File: src/pkg/csip_pkg.sv
// Constants and types for camera status indication and IP configuration
package csip_pkg;
    localparam int CLK_HZ           = 50_000_000;
    localparam int CLK_NS           = 20;
    localparam int MS_CYC           = CLK_HZ / 1000;
    localparam int FLASH_MIN_MS     = 100;
    localparam int SLOW_HALF_MS     = 500;
    localparam int FAST_HALF_MS     = 100;
    localparam int DHCP_WAIT_MS     = 2000;
    localparam int ARP_WAIT_MS      = 200;
    localparam int PAUSE_QUANTUM_NS = 512;
    localparam int FLASH_MIN_CYC    = FLASH_MIN_MS * MS_CYC;
    localparam int SLOW_HALF_CYC    = SLOW_HALF_MS * MS_CYC;
    localparam int FAST_HALF_CYC    = FAST_HALF_MS * MS_CYC;
    localparam int DHCP_WAIT_CYC    = DHCP_WAIT_MS * MS_CYC;
    localparam int ARP_WAIT_CYC     = ARP_WAIT_MS * MS_CYC;
    localparam int PAUSE_QUANTUM_CYC = (PAUSE_QUANTUM_NS + CLK_NS - 1) / CLK_NS;
    localparam int ADDR_W           = 12;
    localparam int INT_W            = 6;
    localparam logic [ADDR_W-1:0] OFS_CTRL       = 12'h000;
    localparam logic [ADDR_W-1:0] OFS_STATUS     = 12'h004;
    localparam logic [ADDR_W-1:0] OFS_PERSIST_IP = 12'h008;
    localparam logic [ADDR_W-1:0] OFS_IP_ADDR    = 12'h00C;
    localparam logic [ADDR_W-1:0] OFS_INT_STATUS = 12'h010;
    localparam logic [ADDR_W-1:0] OFS_INT_MASK   = 12'h014;
    localparam int CTRL_RESTART_BIT = 3;
    localparam int INT_BOUND        = 0;
    localparam int INT_LINK_LOST    = 1;
    localparam int INT_DHCP_TMO     = 2;
    localparam int INT_ARP_CONFLICT = 3;
    localparam int INT_PAUSE        = 4;
    localparam int INT_FATAL        = 5;
    localparam logic [15:0] LLA_PREFIX = 16'hA9FE;
    localparam logic [7:0]  HOST_MIN   = 8'h01;
    localparam logic [7:0]  HOST_MAX   = 8'hFE;
    localparam logic [15:0] LFSR_SEED  = 16'hACE1;
    localparam logic [15:0] LFSR_TAPS  = 16'hB400;
    typedef enum logic [4:0] {
        CSIP_IDLE      = 5'h01,
        CSIP_DHCP_WAIT = 5'h02,
        CSIP_LLA_PICK  = 5'h04,
        CSIP_ARP_WAIT  = 5'h08,
        CSIP_BOUND     = 5'h10
    } csip_state_t;
    typedef struct packed {
        logic red;
        logic green;
        logic blue;
    } csip_led_t;
    typedef struct packed {
        logic flow_ctrl_en;
        logic dhcp_en;
        logic persist_en;
    } csip_ctrl_t;
    localparam csip_ctrl_t CTRL_RESET = '{flow_ctrl_en: 1'h1, dhcp_en: 1'h1, persist_en: 1'h0};
endpackage : csip_pkg

File: src/hdl/csip_top.sv
// Camera status LEDs, IP address acquisition and PAUSE handling
`timescale 1ns/1ps
module csip_top #(
    parameter int FLASH_MIN_CYC = csip_pkg::FLASH_MIN_CYC,
    parameter int SLOW_HALF_CYC = csip_pkg::SLOW_HALF_CYC,
    parameter int FAST_HALF_CYC = csip_pkg::FAST_HALF_CYC,
    parameter int DHCP_WAIT_CYC = csip_pkg::DHCP_WAIT_CYC,
    parameter int ARP_WAIT_CYC  = csip_pkg::ARP_WAIT_CYC
) (
    // Clock and reset
    input  wire logic                          clk,
    input  wire logic                          resetn,
    // APB slave
    input  wire logic [csip_pkg::ADDR_W-1:0]   paddr,
    input  wire logic                          psel,
    input  wire logic                          penable,
    input  wire logic                          pwrite,
    input  wire logic [31:0]                   pwdata,
    output logic      [31:0]                   prdata,
    output logic                               pready,
    output logic                               pslverr,
    // Camera condition inputs
    input  wire logic                          init_busy,
    input  wire logic                          init_done,
    input  wire logic                          fatal_err,
    input  wire logic                          file_xfer,
    input  wire logic                          app_connect,
    input  wire logic                          acq_active,
    input  wire logic                          frame_done,
    // Network port
    input  wire logic                          link_up,
    input  wire logic                          port_activity,
    input  wire logic                          pause_valid,
    input  wire logic [15:0]                   pause_quanta,
    output logic                               tx_halt,
    // Address acquisition
    output logic                               dhcp_req,
    input  wire logic                          dhcp_ack,
    input  wire logic [31:0]                   dhcp_addr,
    output logic                               arp_probe,
    output logic      [31:0]                   arp_addr,
    input  wire logic                          arp_reply,
    output logic      [31:0]                   ip_addr,
    output logic                               app_accept,
    // Indicators and interrupt
    output csip_pkg::csip_led_t                status_led,
    output logic                               led_conn,
    output logic                               led_act,
    output logic                               irq
);
    import csip_pkg::*;

    localparam int BLINK_HALF [2] = '{SLOW_HALF_CYC, FAST_HALF_CYC};

    csip_state_t      state;
    csip_ctrl_t       ctrl;
    logic [31:0]      persist_ip;
    logic [31:0]      tmr;
    logic [15:0]      lfsr;
    logic [1:0]       blink;
    logic [31:0]      flash_hold;
    logic             acq_green;
    logic [31:0]      act_hold;
    logic [15:0]      pause_left;
    logic [4:0]       pause_pre;
    logic [INT_W-1:0] int_st;
    logic [INT_W-1:0] int_mask;
    logic [INT_W-1:0] ev;
    logic             fatal_q;
    logic             restart;
    logic [31:0]      rmux;
    logic             hit;
    logic             err_q;
    logic             setup;
    logic             access;
    logic             wr;

    assign setup   = psel & ~penable;
    assign access  = psel & penable;
    assign wr      = access & pwrite;
    assign restart = wr && paddr == OFS_CTRL && pwdata[CTRL_RESTART_BIT];

    // Slow and fast blink phases
    for (genvar i = 0; i < 2; i++)
    begin : g_blink
        logic [31:0] cnt;
        always_ff @(posedge clk or negedge resetn)
        begin
            if (!resetn)
            begin
                cnt      <= 32'h0;
                blink[i] <= 1'b0;
            end
            else if (cnt == 32'(BLINK_HALF[i] - 1))
            begin
                cnt      <= 32'h0;
                blink[i] <= ~blink[i];
            end
            else
            begin
                cnt <= cnt + 32'h1;
            end
        end
    end

    // Green toggles on frames, spaced by the minimum hold
    always_ff @(posedge clk or negedge resetn)
    begin
        if (!resetn)
        begin
            flash_hold <= 32'h0;
            acq_green  <= 1'b1;
        end
        else if (!acq_active)
        begin
            flash_hold <= 32'h0;
            acq_green  <= 1'b1;
        end
        else if (frame_done && flash_hold == 32'h0)
        begin
            acq_green  <= ~acq_green;
            flash_hold <= 32'(FLASH_MIN_CYC - 1);
        end
        else if (flash_hold != 32'h0)
        begin
            flash_hold <= flash_hold - 32'h1;
        end
    end

    // Status LED priority selection
    always_comb
    begin
        status_led = '0;
        if (fatal_err)
        begin
            status_led.red  = 1'b1;
            status_led.blue = blink[1];
        end
        else if (!init_done)
        begin
            status_led.red = init_busy ? blink[0] : 1'b1;
        end
        else if (acq_active)
        begin
            status_led.green = acq_green;
        end
        else if (file_xfer)
        begin
            status_led.blue = blink[1];
        end
        else if (state != CSIP_BOUND)
        begin
            status_led.blue = blink[0];
        end
        else if (app_connect)
        begin
            status_led.green = 1'b1;
        end
        else
        begin
            status_led.blue = 1'b1;
        end
    end

    // Connector LEDs
    assign led_conn = link_up;

    always_ff @(posedge clk or negedge resetn)
    begin
        if (!resetn)
        begin
            act_hold <= 32'h0;
        end
        else if (port_activity)
        begin
            act_hold <= 32'(FAST_HALF_CYC * 2);
        end
        else if (act_hold != 32'h0)
        begin
            act_hold <= act_hold - 32'h1;
        end
    end

    assign led_act = (act_hold != 32'h0) & blink[1];

    // Random source for link-local host part
    always_ff @(posedge clk or negedge resetn)
    begin
        if (!resetn)
        begin
            lfsr <= LFSR_SEED;
        end
        else
        begin
            lfsr <= (lfsr >> 1) ^ (lfsr[0] ? LFSR_TAPS : 16'h0000);
        end
    end

    // Address acquisition sequence
    always_ff @(posedge clk or negedge resetn)
    begin
        if (!resetn)
        begin
            state     <= CSIP_IDLE;
            tmr       <= 32'h0;
            ip_addr   <= 32'h0;
            arp_addr  <= 32'h0;
            dhcp_req  <= 1'b0;
            arp_probe <= 1'b0;
        end
        else
        begin
            dhcp_req  <= 1'b0;
            arp_probe <= 1'b0;
            if (tmr != 32'h0)
            begin
                tmr <= tmr - 32'h1;
            end
            if (!link_up || restart)
            begin
                state   <= CSIP_IDLE;
                ip_addr <= 32'h0;
            end
            else
            begin
                unique case (state)
                    CSIP_IDLE:
                    begin
                        if (ctrl.persist_en && persist_ip != 32'h0)
                        begin
                            ip_addr <= persist_ip;
                            state   <= CSIP_BOUND;
                        end
                        else if (ctrl.dhcp_en)
                        begin
                            dhcp_req <= 1'b1;
                            tmr      <= 32'(DHCP_WAIT_CYC - 1);
                            state    <= CSIP_DHCP_WAIT;
                        end
                        else
                        begin
                            state <= CSIP_LLA_PICK;
                        end
                    end
                    CSIP_DHCP_WAIT:
                    begin
                        if (dhcp_ack)
                        begin
                            ip_addr <= dhcp_addr;
                            state   <= CSIP_BOUND;
                        end
                        else if (tmr == 32'h0)
                        begin
                            state <= CSIP_LLA_PICK;
                        end
                    end
                    CSIP_LLA_PICK:
                    begin
                        if (lfsr[15:8] >= HOST_MIN && lfsr[15:8] <= HOST_MAX &&
                            lfsr[7:0] >= HOST_MIN && lfsr[7:0] <= HOST_MAX)
                        begin
                            arp_addr  <= {LLA_PREFIX, lfsr};
                            arp_probe <= 1'b1;
                            tmr       <= 32'(ARP_WAIT_CYC - 1);
                            state     <= CSIP_ARP_WAIT;
                        end
                    end
                    CSIP_ARP_WAIT:
                    begin
                        if (arp_reply)
                        begin
                            state <= CSIP_LLA_PICK;
                        end
                        else if (tmr == 32'h0)
                        begin
                            ip_addr <= arp_addr;
                            state   <= CSIP_BOUND;
                        end
                    end
                    CSIP_BOUND:
                    begin
                        state <= CSIP_BOUND;
                    end
                endcase
            end
        end
    end

    assign app_accept = (state == CSIP_BOUND);

    // PAUSE quanta countdown
    always_ff @(posedge clk or negedge resetn)
    begin
        if (!resetn)
        begin
            pause_left <= 16'h0000;
            pause_pre  <= 5'h00;
        end
        else if (pause_valid && ctrl.flow_ctrl_en)
        begin
            pause_left <= pause_quanta;
            pause_pre  <= 5'(PAUSE_QUANTUM_CYC - 1);
        end
        else if (pause_left != 16'h0000)
        begin
            if (pause_pre == 5'h00)
            begin
                pause_left <= pause_left - 16'h0001;
                pause_pre  <= 5'(PAUSE_QUANTUM_CYC - 1);
            end
            else
            begin
                pause_pre <= pause_pre - 5'h01;
            end
        end
    end

    assign tx_halt = (pause_left != 16'h0000);

    // Interrupt events
    always_ff @(posedge clk or negedge resetn)
    begin
        if (!resetn)
        begin
            fatal_q <= 1'b0;
        end
        else
        begin
            fatal_q <= fatal_err;
        end
    end

    always_comb
    begin
        ev                   = '0;
        ev[INT_BOUND]        = state != CSIP_BOUND && link_up && !restart &&
                               ((state == CSIP_DHCP_WAIT && dhcp_ack) ||
                                (state == CSIP_ARP_WAIT && !arp_reply && tmr == 32'h0) ||
                                (state == CSIP_IDLE && ctrl.persist_en && persist_ip != 32'h0));
        ev[INT_LINK_LOST]    = !link_up && state != CSIP_IDLE;
        ev[INT_DHCP_TMO]     = link_up && state == CSIP_DHCP_WAIT && !dhcp_ack && tmr == 32'h0;
        ev[INT_ARP_CONFLICT] = link_up && state == CSIP_ARP_WAIT && arp_reply;
        ev[INT_PAUSE]        = pause_valid && ctrl.flow_ctrl_en;
        ev[INT_FATAL]        = fatal_err && !fatal_q;
    end

    // Sticky status, read clears, set wins
    always_ff @(posedge clk or negedge resetn)
    begin
        if (!resetn)
        begin
            int_st <= '0;
        end
        else if (access && !pwrite && paddr == OFS_INT_STATUS)
        begin
            // Clear only the bits returned; an event caught at setup stays
            int_st <= (int_st & ~prdata[INT_W-1:0]) | ev;
        end
        else
        begin
            int_st <= int_st | ev;
        end
    end

    assign irq = |(int_st & int_mask);

    // Register writes
    always_ff @(posedge clk or negedge resetn)
    begin
        if (!resetn)
        begin
            ctrl       <= CTRL_RESET;
            persist_ip <= 32'h0;
            int_mask   <= '0;
        end
        else if (wr)
        begin
            if (paddr == OFS_CTRL)
            begin
                ctrl <= pwdata[$bits(csip_ctrl_t)-1:0];
            end
            if (paddr == OFS_PERSIST_IP)
            begin
                persist_ip <= pwdata;
            end
            if (paddr == OFS_INT_MASK)
            begin
                int_mask <= pwdata[INT_W-1:0];
            end
        end
    end

    // Read mux and decode
    always_comb
    begin
        rmux = 32'h0;
        hit  = 1'b1;
        unique case (paddr)
            OFS_CTRL:       rmux = {29'h0, ctrl};
            OFS_STATUS:     rmux = {22'h0, tx_halt, app_accept, link_up, fatal_err, init_done, 5'(state)};
            OFS_PERSIST_IP: rmux = persist_ip;
            OFS_IP_ADDR:    rmux = ip_addr;
            OFS_INT_STATUS: rmux = {26'h0, int_st};
            OFS_INT_MASK:   rmux = {26'h0, int_mask};
            default:        hit  = 1'b0;
        endcase
    end

    // Read data captured in the setup cycle
    always_ff @(posedge clk or negedge resetn)
    begin
        if (!resetn)
        begin
            prdata <= 32'h0;
            err_q  <= 1'b0;
        end
        else if (setup)
        begin
            prdata <= pwrite ? 32'h0 : rmux;
            err_q  <= ~hit;
        end
    end

    assign pready  = access;
    assign pslverr = access & err_q;
endmodule : csip_top

File: config.mk
export PLATFORM = sky130hd
export DESIGN_NAME = csip_top
export DESIGN_NICKNAME = d
export VERILOG_FILES = /design/src/pkg/csip_pkg.sv /design/src/hdl/csip_top.sv
export SDC_FILE = /design/constraint.sdc
export NUM_CORES = 1
export LEC_CHECK = 0
export ABC_AREA = 1
export BUFFER_PORTS_ARGS = -buffer_cell sky130_fd_sc_hd__clkbuf_2
export CORE_ASPECT_RATIO = 1.2
export CORE_MARGIN = 5
export CORE_UTILIZATION = 38
export DETAILED_ROUTE_END_ITERATION = 16
export HOLD_SLACK_MARGIN = 0.12
export MAX_ROUTING_LAYER = met4
export PLACE_DENSITY = 0.54
export SYNTH_ARGS = -nofsm -noshare
export SYNTH_HDL_FRONTEND = slang
export SYNTH_SLANG_ARGS = --single-unit
File: constraint.sdc
create_clock -name clk -period 1.9 [get_ports clk]
set_input_delay 0.38 -clock clk [delete_from_list [all_inputs] [get_ports clk]]
set_output_delay 0.38 -clock clk [all_outputs]
set_load 0.01 [all_outputs]
==> flow_metrics.tcl, run 1 <==
set metrics [dict create \
    outcome "complete, but fails checks" \
    violations "negative setup slack" \
    p_per_area_nw_per_um2 902.3 \
    relSlewSlack_pct 66.60 \
    holdCritPathClass "in2reg" \
    required_ns 1.52 \
    groute.usage.overall_pct 23.57 \
    maxCapViolations 0 \
    rsz0062_at_grt "true" \
    nets 3033 \
    tightest_slew_ns 0.4992 \
    endpoint_kind "primary output" \
    viasPerCell 5.017 \
    synth.avg_cell_area_um2 7.551 \
    row_count 89 \
    cts_buffers 40 \
    leakage_nw 12.23 \
    yosysWarnings 0 \
    final_cell_mix "nand2_1, nor2_1, dfrtp_1, inv_1, clkbuf_2" \
    grt_start_max_net_pins 58 \
    io_pins 217 \
    finalSetupViolCount 38 \
    worst-path-buf-inv 2 \
    cp_slowest_stage_delay_ns 0.40 \
    fin_area_um2 24230 \
    synth_top_area_share_pct 43.26 \
    crit_chain "inv_2 -> ha_4 -> nand2_4 -> nor2_4 -> nand2_2 -> nor2_2 -> nand4_1 -> buf_2" \
    max_freq_mhz 441.1 \
    period_share_pct 119.3 \
    core_area_um2 49110 \
    die_y_um 253.7 \
    clk-insertion-delay-late_ns 0.56 \
    fin_ws_ns -0.3669 \
    synth_seq_cells 337 \
    cts_root_buf "clkbuf_16" \
    regArea_um2 8449 \
    dr_total_vias 17990 \
    clock_sinks 337 \
    die-area_um2 54040 \
    postSynthCellCount 2490 \
    clk_pin_slew_worst_paths_ns 0.06 \
    antenna_found_initial 5 \
    grt_pass1_wl_um 98230 \
    p_total_mw 21.86 \
    dr.first_iter.drc_count 1081 \
    routed_wl_um 62760 \
    dp_cells 3427 \
    synth-edff-count 0 \
    finalHoldViolCount 0 \
    synth_largest_area_cell "dfrtp_1" \
    dr.pass1.iters 5 \
    crit_path_start_kind "register" \
    drt-wirelength-per-cell_um 17.51 \
    netlist_area_um2 18800 \
    cp.arrival_ns 1.89 \
    multi_input_area_um2 9170 \
    die_w_um 213.1 \
    overflow 0 \
    ir_drop_uv 788.6 \
    period_needed_ns 2.267 \
    clock_skew_ns 0.01707 \
    cts_tree "yes" \
    stdcell_count 3585 \
    layout-drive-gt1-share_pct 22.66 \
    ant_nets 0 \
    async_reset_ff_share_pct 100.0 \
    cp_max_fo 2 \
    drc 0 \
    first_global_vias 18050 \
    start_util_pct 38.29 \
    critPathKind "reg2out" \
    area_delta_synth_final_pct 28.89 \
    clk_path_buf_depth 3 \
    mostFrequentLayoutCell "nand2_1" \
    cp_slowest_cell "dfrtp_1" \
    synthTopCellsByArea "dfrtp_1, nand2_1, nor2_1, inv_1, nand3_1" \
    htree_levels 2 \
    nFillCells 4873 \
    cpLargestDelayFamily "simple AND/OR/NAND/NOR gates" \
    slew_violations 0 \
    synthFlopType "dfrtp_1" \
    ys_types 53 \
    place_area_um2 21790 \
    place_hpwl_um 46950 \
    port_buffers 211 \
    synth_seq_area_share_pct 44.93 \
    place_congestion 0.9607 \
]
==> stage by stage <==
step / utilization, % / setup TNS [ns] / setup WS, ns / hold slack (ns)
floorplan: - / 0 / 0.2122 / 0.08441
global placement: 44.37 / -0.1657 / -0.02314 / 0.3244
detailed placement: 44.37 / -2.490 / -0.09428 / 0.3298
CTS: 48.75 / -3.304 / -0.4387 / 0.1242
global route: 49.35 / -10.27 / -0.4276 / 0.1331
finish: 49.35 / -6.289 / -0.3669 / 0.1545
==> synth_stat cells, types with 26 or more instances <==
library cell	n
nand2_1	657
nor2_1	379
dfrtp_1	325
inv_1	261
nand3_1	166
nand4_1	88
nor3_1	88
o21ai_0	88
xor2_1	85
buf_2	30
xnor2_1	27
o211ai_1	26
==> path summary, 6_finish.rpt <==
path | start | to | slack [ns] | depth (start not counted)
setup / recovery | pause_left[1] | tx_halt | -0.37 | 8
setup reg to reg | act_hold[12] | act_hold[1] | -0.24 | 15
max in group asynchronous | resetn | state[0] | 0.84 | 3
hold reg to reg | lfsr[1] | lfsr[0] | 0.42 | 0
min in group asynchronous | resetn | flash_hold[9] | 0.33 | 2
hold / removal | pwdata[3] | int_mask[3] | 0.15 | 3
==> registers in the layout, indices dropped and copies added, names as in the netlist, 16 cells and up <==
name and cells:
tmr 32, persist_ip 32, lfsr 16, g_blink.cnt 64, flash_hold 32, pause_left 16, prdata 32, act_hold 32
ip_addr 32, arp_addr 17
==> layout make-up <==
cell class	count	area share, %
Timing Repair Buffer	465	14.27
Clock inverter	13	0.5783
Clock buffer	56	4.838
Sequential cell	337	34.87
Antenna cell	5	0.05163
Inverter	274	4.265
Multi-Input combinational cell	1798	37.84
Tap cell	637	3.289
==> metal layers <==
| metal | global-route usage (%) | routed length [um] |
|---|---|---|
| met2 | 39.83 | 31500 |
| met3 | 4.309 | 3409 |
| met1 | 28.22 | 25520 |
| met4 | 8.579 | 2334 |
| met5 | - | 0 |
==> worst register-to-register path, stage by stage, from the launching register on <==
cell	delay, ns
dfrtp_1	0.40
nor2_2	0.13
buf_4	0.12
buf_6	0.08
buf_6	0.08
buf_6	0.08
buf_6	0.08
buf_6	0.09
nand2_4	0.05
nor2_4	0.08
nand2_1	0.06
nor3b_2	0.34
nand2_4	0.17
inv_2	0.15
nand2_1	0.07
o31ai_1	0.06
==> power by group <==
part / switching, mW / internal, mW / total, mW
Combinational: 3.35 / 2.42 / 5.76
Clock: 3.10 / 4.69 / 7.79
Sequential: 0.562 / 7.75 / 8.32
==> kinds of logic after synthesis <==
| logic type | count (synthesis) | share of synthesized area [%] |
|---|---|---|
| adder cells (fa/ha/maj) | 8 | 0.5324 |
| XOR/XNOR | 112 | 5.217 |
| other | 1 | 0.01994 |
| buffers and inverters | 359 | 8.072 |
| AND/OR/NAND/NOR | 1465 | 33.83 |
| multiplexers | 27 | 1.617 |
| AO/OA/AOI/OAI | 181 | 5.776 |
| flip-flops | 337 | 44.93 |
==> timing repair <==
action                                  in CTS  in global routing
cloned                                       0                  2
pin swaps                                   22                 27
hold endpoints to repair                   142                  0
setup buffers                               31                 15
resized for setup                           56                 66
hold buffers                                41                  0
endpoints found under the setup margin      12                162
Power figures use the tool's default switching activity.
==> run 2, diff against run 1 <==
--- a/config.mk
+++ b/config.mk
@@ -9,11 +9,11 @@
 export BUFFER_PORTS_ARGS = -buffer_cell sky130_fd_sc_hd__clkbuf_2
 export CORE_ASPECT_RATIO = 1.2
 export CORE_MARGIN = 5
-export CORE_UTILIZATION = 38
+export CORE_UTILIZATION = 50
 export DETAILED_ROUTE_END_ITERATION = 16
 export HOLD_SLACK_MARGIN = 0.12
 export MAX_ROUTING_LAYER = met4
-export PLACE_DENSITY = 0.54
+export PLACE_DENSITY = 0.68
 export SYNTH_ARGS = -nofsm -noshare
 export SYNTH_HDL_FRONTEND = slang
 export SYNTH_SLANG_ARGS = --single-unit
==> flow_metrics.tcl, run 2 (synthesis results as in run 1) <==
set metrics [dict create \
    outcome "complete, but fails checks" \
    violations "negative setup slack" \
    cp_max_fo 4 \
    period_needed_ns 2.269 \
    cts_buffers 38 \
    start_util_pct 50.82 \
    tightest_slew_ns 0.5248 \
    clk_path_buf_depth 3 \
    place_congestion 0.9833 \
    die_w_um 187.0 \
    clock_skew_ns 0.02118 \
    cp-endpoint "status_led[1]" \
    largest_reg_flops 64 \
    clk-insertion-delay-late_ns 0.56 \
    viasPerCell 5.414 \
    relSlewSlack_pct 65.02 \
    reg2reg_depth 11 \
    finalHoldViolCount 0 \
    stdcell_count 3416 \
    groute.usage.overall_pct 29.55 \
    fin_area_um2 23920 \
    rsz0062_at_grt "true" \
    htree_levels 2 \
    dr.pass1.iters 6 \
    dr_total_vias 18490 \
    final_core_utilization_pct 64.67 \
    p_total_mw 21.60 \
    p_per_area_nw_per_um2 903.0 \
    clk_pin_slew_worst_paths_ns 0.06 \
    cp_slowest_cell "dfrtp_2" \
    leakage_nw 12.16 \
    grt_pass1_wl_um 96810 \
    routed_wl_um 61510 \
    ir_drop_uv 864.6 \
    fin_ws_ns -0.3692 \
    max_freq_mhz 440.7 \
    layout-drive-gt1-share_pct 22.25 \
    dp_cells 3270 \
    place_hpwl_um 45320 \
    place_area_um2 21580 \
    overflow 0 \
    endpoint_kind "primary output" \
    holdCritPathClass "in2reg" \
    cts_tree "yes" \
    top_register "g_blink.cnt" \
    maxCapViolations 0 \
    first_global_vias 18320 \
    required_ns 1.52 \
    cp.arrival_ns 1.89 \
    grt_start_max_net_pins 59 \
    antenna_found_initial 3 \
    mostFrequentLayoutCell "nand2_1" \
    die_y_um 222.4 \
    slew_violations 0 \
    critPathKind "reg2out" \
    final_cell_mix "nand2_1, nor2_1, dfrtp_1, inv_1, clkbuf_2" \
    period_share_pct 119.4 \
    die-area_um2 41600 \
    finalSetupViolCount 39 \
    core_area_um2 37000 \
    crit_chain "nor2_4 -> nand3_4 -> inv_2 -> nand4_1 -> a21boi_1 -> buf_2" \
    ant_nets 0 \
    crit_path_start_kind "register" \
    cp_slowest_stage_delay_ns 0.44 \
    area_delta_synth_final_pct 27.24 \
    io_pins 217 \
    dr.first_iter.drc_count 1398 \
    cts_root_buf "clkbuf_16" \
    nets 3031 \
    fin_tns_setup_ns -6.954 \
    post-place-ws_ns -0.1715 \
    startpoint "state[3]" \
    whs_ns 0.1517 \
    clock_sinks 337 \
    r2r_setup_slack_ns -0.20 \
    row_count 77 \
    r2r_end "ip_addr[15]" \
    drt-wirelength-per-cell_um 18.01 \
    port_buffers 211 \
    rr_startpoint "state[3]" \
    drc 0 \
]
-- run 2: worst min-delay path by stage --
stage                               start       endpoint  slack, ns  depth (start not counted)
after floorplan                    resetn    act_hold[0]       0.08                          0
after global placement             resetn  flash_hold[4]       0.28                          1
after detailed placement           resetn  flash_hold[4]       0.28                          1
after CTS                 pause_quanta[3]  pause_left[3]       0.14                          3
after global routing      pause_quanta[3]  pause_left[3]       0.16                          3
final                     pause_quanta[3]  pause_left[3]       0.15                          3
-- run 2: area by class of cell --
class                   count  area, um2
repair buffers            464       3417
clock buffers              54       1145
diodes                      3      7.507
inverters                 274       1036
clock inverters            11      95.09
fillers                  3293      13070
flip-flops and latches    337       8449
multi-input cells        1799       9181
well taps                 474      593.1
-- run 2: power breakdown --
part | switching, mW | internal, mW | total (mW)
logic | 3.46 | 2.46 | 5.93
registers | 0.551 | 7.75 | 8.30
clock network | 3.04 | 4.33 | 7.37
total | 7.06 | 14.5 | 21.6
-- run 2: worst max-delay path, delay by kind of cell (launching register included) --
kind / cells / cell delay (ns)
buffers and inverters: 2 / 0.22
and+or+nand+nor: 3 / 0.47
AOI/OAI and AO/OA: 1 / 0.20
DFF: 1 / 0.44
-- run 2: per-layer routing --
metal	vias to the layer above	track usage (%)	wire (um)
li1	8834	-	-
met1	8770	35.88	24750
met5	-	-	0
met4	0	13.31	3204
met3	191	4.396	3555
met2	699	49.12	30000
-- run 2: what timing repair did --
| action | in CTS | in global routing |
|---|---|---|
| setup endpoints to repair | 53 | 177 |
| gates resized for setup | 40 | 67 |
| hold endpoints to repair | 261 | 0 |
| cloned | 0 | 5 |
| setup buffers | 18 | 22 |
| pin swaps | 13 | 29 |
| hold buffers | 40 | 0 |
==> run 3, diff against run 2 <==
--- a/config.mk
+++ b/config.mk
@@ -5,7 +5,6 @@
 export SDC_FILE = /design/constraint.sdc
 export NUM_CORES = 1
 export LEC_CHECK = 0
-export ABC_AREA = 1
 export BUFFER_PORTS_ARGS = -buffer_cell sky130_fd_sc_hd__clkbuf_2
 export CORE_ASPECT_RATIO = 1.2
 export CORE_MARGIN = 5
@@ -13,7 +12,7 @@
 export DETAILED_ROUTE_END_ITERATION = 16
 export HOLD_SLACK_MARGIN = 0.12
 export MAX_ROUTING_LAYER = met4
-export PLACE_DENSITY = 0.68
+export PLACE_DENSITY = 0.69
 export SYNTH_ARGS = -nofsm -noshare
 export SYNTH_HDL_FRONTEND = slang
 export SYNTH_SLANG_ARGS = --single-unit
==> flow_metrics.tcl, run 3 <==
set metrics [dict create \
    die_w_um 174.8 \
    final_cell_mix "buf_4, dfrtp_1, clkbuf_2, nor2_1, nand2_1" \
    cts_buffers 36 \
    first_global_vias 16200 \
    overflow 0 \
    endpoint_kind "register" \
    critPathKind "reg2reg" \
    synth_top_area_share_pct 49.89 \
    synthTopCellsByArea "dfrtp_1, xnor2_1, mux2_2, nor2_1, nand2_1" \
    crit_path_start_kind "register" \
    stdcell_count 2688 \
    place_hpwl_um 34610 \
    post-place-ws_ns -0.9272 \
    combinationalPowerShare_pct 32.4 \
    dr.first_iter.drc_count 1152 \
    layout-drive-gt1-share_pct 49.10 \
    groute.usage.overall_pct 29.14 \
    grtUsageMet1_pct 34.95 \
    violations "negative setup slack" \
    outcome "complete, but fails checks" \
    internal-power_mw 15.78 \
    async_reset_ff_share_pct 100.0 \
    row_count 72 \
    relSlewSlack_pct 28.36 \
    fin_tns_setup_ns -76.32 \
    cts_tree "yes" \
    clk_path_buf_depth 3 \
    nets 2371 \
    drt-wirelength-per-cell_um 20.99 \
    period_share_pct 142.2 \
    area_delta_synth_final_pct 56.06 \
    holdCritPathClass "in2reg" \
    synth_seq_cells 337 \
    grtUsageMet3_pct 4.754 \
    cp.arrival_ns 3.12 \
    mostFrequentLayoutCell "buf_4" \
    routed_wl_um 56410 \
    slew_violations 0 \
    io_pins 217 \
    postSynthCellCount 1597 \
    yosysWarnings 0 \
    p_switching_mw 7.156 \
    finalHoldViolCount 0 \
    nFillCells 1859 \
    clk-insertion-delay-late_ns 0.52 \
    fin_ws_ns -0.8013 \
    power.share.switching_pct 31.20 \
    dr.pass1.iters 5 \
    multi_input_area_um2 9533 \
    rsz0062_at_grt "true" \
    port_buffers 211 \
    maxCapViolations 0 \
    start_util_pct 50.55 \
    ir_drop_uv 1375 \
    synth-edff-count 0 \
    top_register "g_blink.cnt" \
    yosysMostFrequentCell "dfrtp_1" \
    dp_cells 2486 \
    finalSetupViolCount 246 \
    drc 0 \
    ant_nets 0 \
    die_y_um 207.8 \
    grt_use_met2_pct 49.74 \
    viasPerCell 5.965 \
    largest_reg_flops 64 \
    core_area_um2 32250 \
    antenna_found_initial 2 \
    netlist_area_um2 16300 \
    synth_common_cells "dfrtp_1, nor2_1, nand2_1, nand3_1, xnor2_1" \
    synth.avg_cell_area_um2 10.21 \
    clock_sinks 337 \
    synthFlopType "dfrtp_1" \
    htree_levels 2 \
    p_per_area_nw_per_um2 901.4 \
    share_seq_of_total_power_pct 35.2 \
    p_clk_share_pct 32.3 \
    max_freq_mhz 370.2 \
    cp_max_fo 32 \
    clock_skew_ns 0.01693 \
    place_congestion 0.9233 \
    final_core_utilization_pct 78.88 \
    grt_start_max_net_pins 77 \
    period_needed_ns 2.701 \
    tightest_slew_ns 1.073 \
    required_ns 2.32 \
    clk_pin_slew_worst_paths_ns 0.06 \
    leakage_nw 11.42 \
    cts_root_buf "clkbuf_16" \
    die-area_um2 36330 \
    ys_types 70 \
    synth_largest_area_cell "dfrtp_1" \
    grt_pass1_wl_um 85090 \
    regArea_um2 8449 \
    busiest_layer "met2" \
    synth_seq_area_share_pct 51.82 \
    dr_total_vias 16030 \
]
==> run 3: cell types whose count changed after synthesis, sizes merged, moves of 31 or more <==
cell	delta
nand3	-90
nor2	-248
mux2	+32
nor4	+47
clkbuf	+31
a21oi	+53
nand2	-552
xnor2	+52
inv	-247
xor2	-36
nor3	-40
o31ai	+37
a22oi	+35
nand4	-61
==> run 3: worst paths after layout <==
check / start / slack [ns] / to / cells past startpoint
max reg2reg: tmr[22] / -0.80 / ip_addr[8] / 6
max: tmr[22] / -0.80 / ip_addr[8] / 6
max in group asynchronous: resetn / 0.81 / g_blink[0].cnt[5] / 3
min reg2reg: lfsr[9] / 0.47 / lfsr[8] / 0
min: pwdata[2] / 0.14 / persist_ip[2] / 2
min in group asynchronous: resetn / 0.33 / act_hold[4] / 2
==> run 3: final cells by class <==
cell class / count / share of cell area [%]
multi-input cells: 1152 / 37.47
flip-flops and latches: 337 / 33.21
repair buffers: 704 / 22.07
clock buffers: 50 / 4.107
well taps: 407 / 2.002
clock inverters: 13 / 0.7721
inverters: 23 / 0.3492
diodes: 2 / 0.01967
==> run 3: power groups by stage <==
stage,Clock [mW],Combinational [mW],Sequential (mW)
floorplan,0,2.77,8.17
global placement,0,5.31,8.08
detailed placement,0,5.45,8.10
CTS,7.50,6.33,8.01
global route,7.84,7.97,8.13
finish,7.42,7.44,8.08
==> run 3: metal layers <==
metal  part of all wire [%]  routed length, um  vias up
met4                    4.1               2297        0
met5                      0                  0        -
met1                     38              21620     8045
li1                       -                  -     7138
met3                    5.7               3228      183
met2                     52              29270      668
==> run 3: metrics by stage <==
step / hold WS (ns) / instance area (um2) / total power [mW]
final: 0.1363 / 25440 / 22.93
after CTS: 0.1232 / 24330 / 21.84
after floorplan: 0.08441 / 17330 / 10.94
after detailed placement: 0.2812 / 21160 / 13.56
after global placement: 0.2778 / 21160 / 13.40
after global routing: 0.1335 / 25440 / 23.94
==> run 3: critical path: stages (launching register included) <==
cell and delay (ns):
dfrtp_1 0.38, or4_4 0.54, or4_4 0.50, or3_4 0.37
o311a_4 0.36, buf_12 0.19, o31ai_2 0.26
==> run 3: cell families after synthesis <==
group	share of synthesized area [%]
flops	51.82
other cells	0.02300
mux	4.628
compound gates	13.49
xor+xnor	6.877
simple gates	19.42
buf+inv	3.131
fa+ha+maj	0.6140
==> run 3: repair_timing <==
| action | in CTS | in global routing |
|---|---|---|
| pin swaps | 92 | 121 |
| hold endpoints to repair | 189 | 0 |
| setup endpoints to repair | 209 | 249 |
| setup buffers | 83 | 51 |
| cloned | 4 | 3 |
| hold buffers | 29 | 0 |
| resized for setup | 212 | 200 |
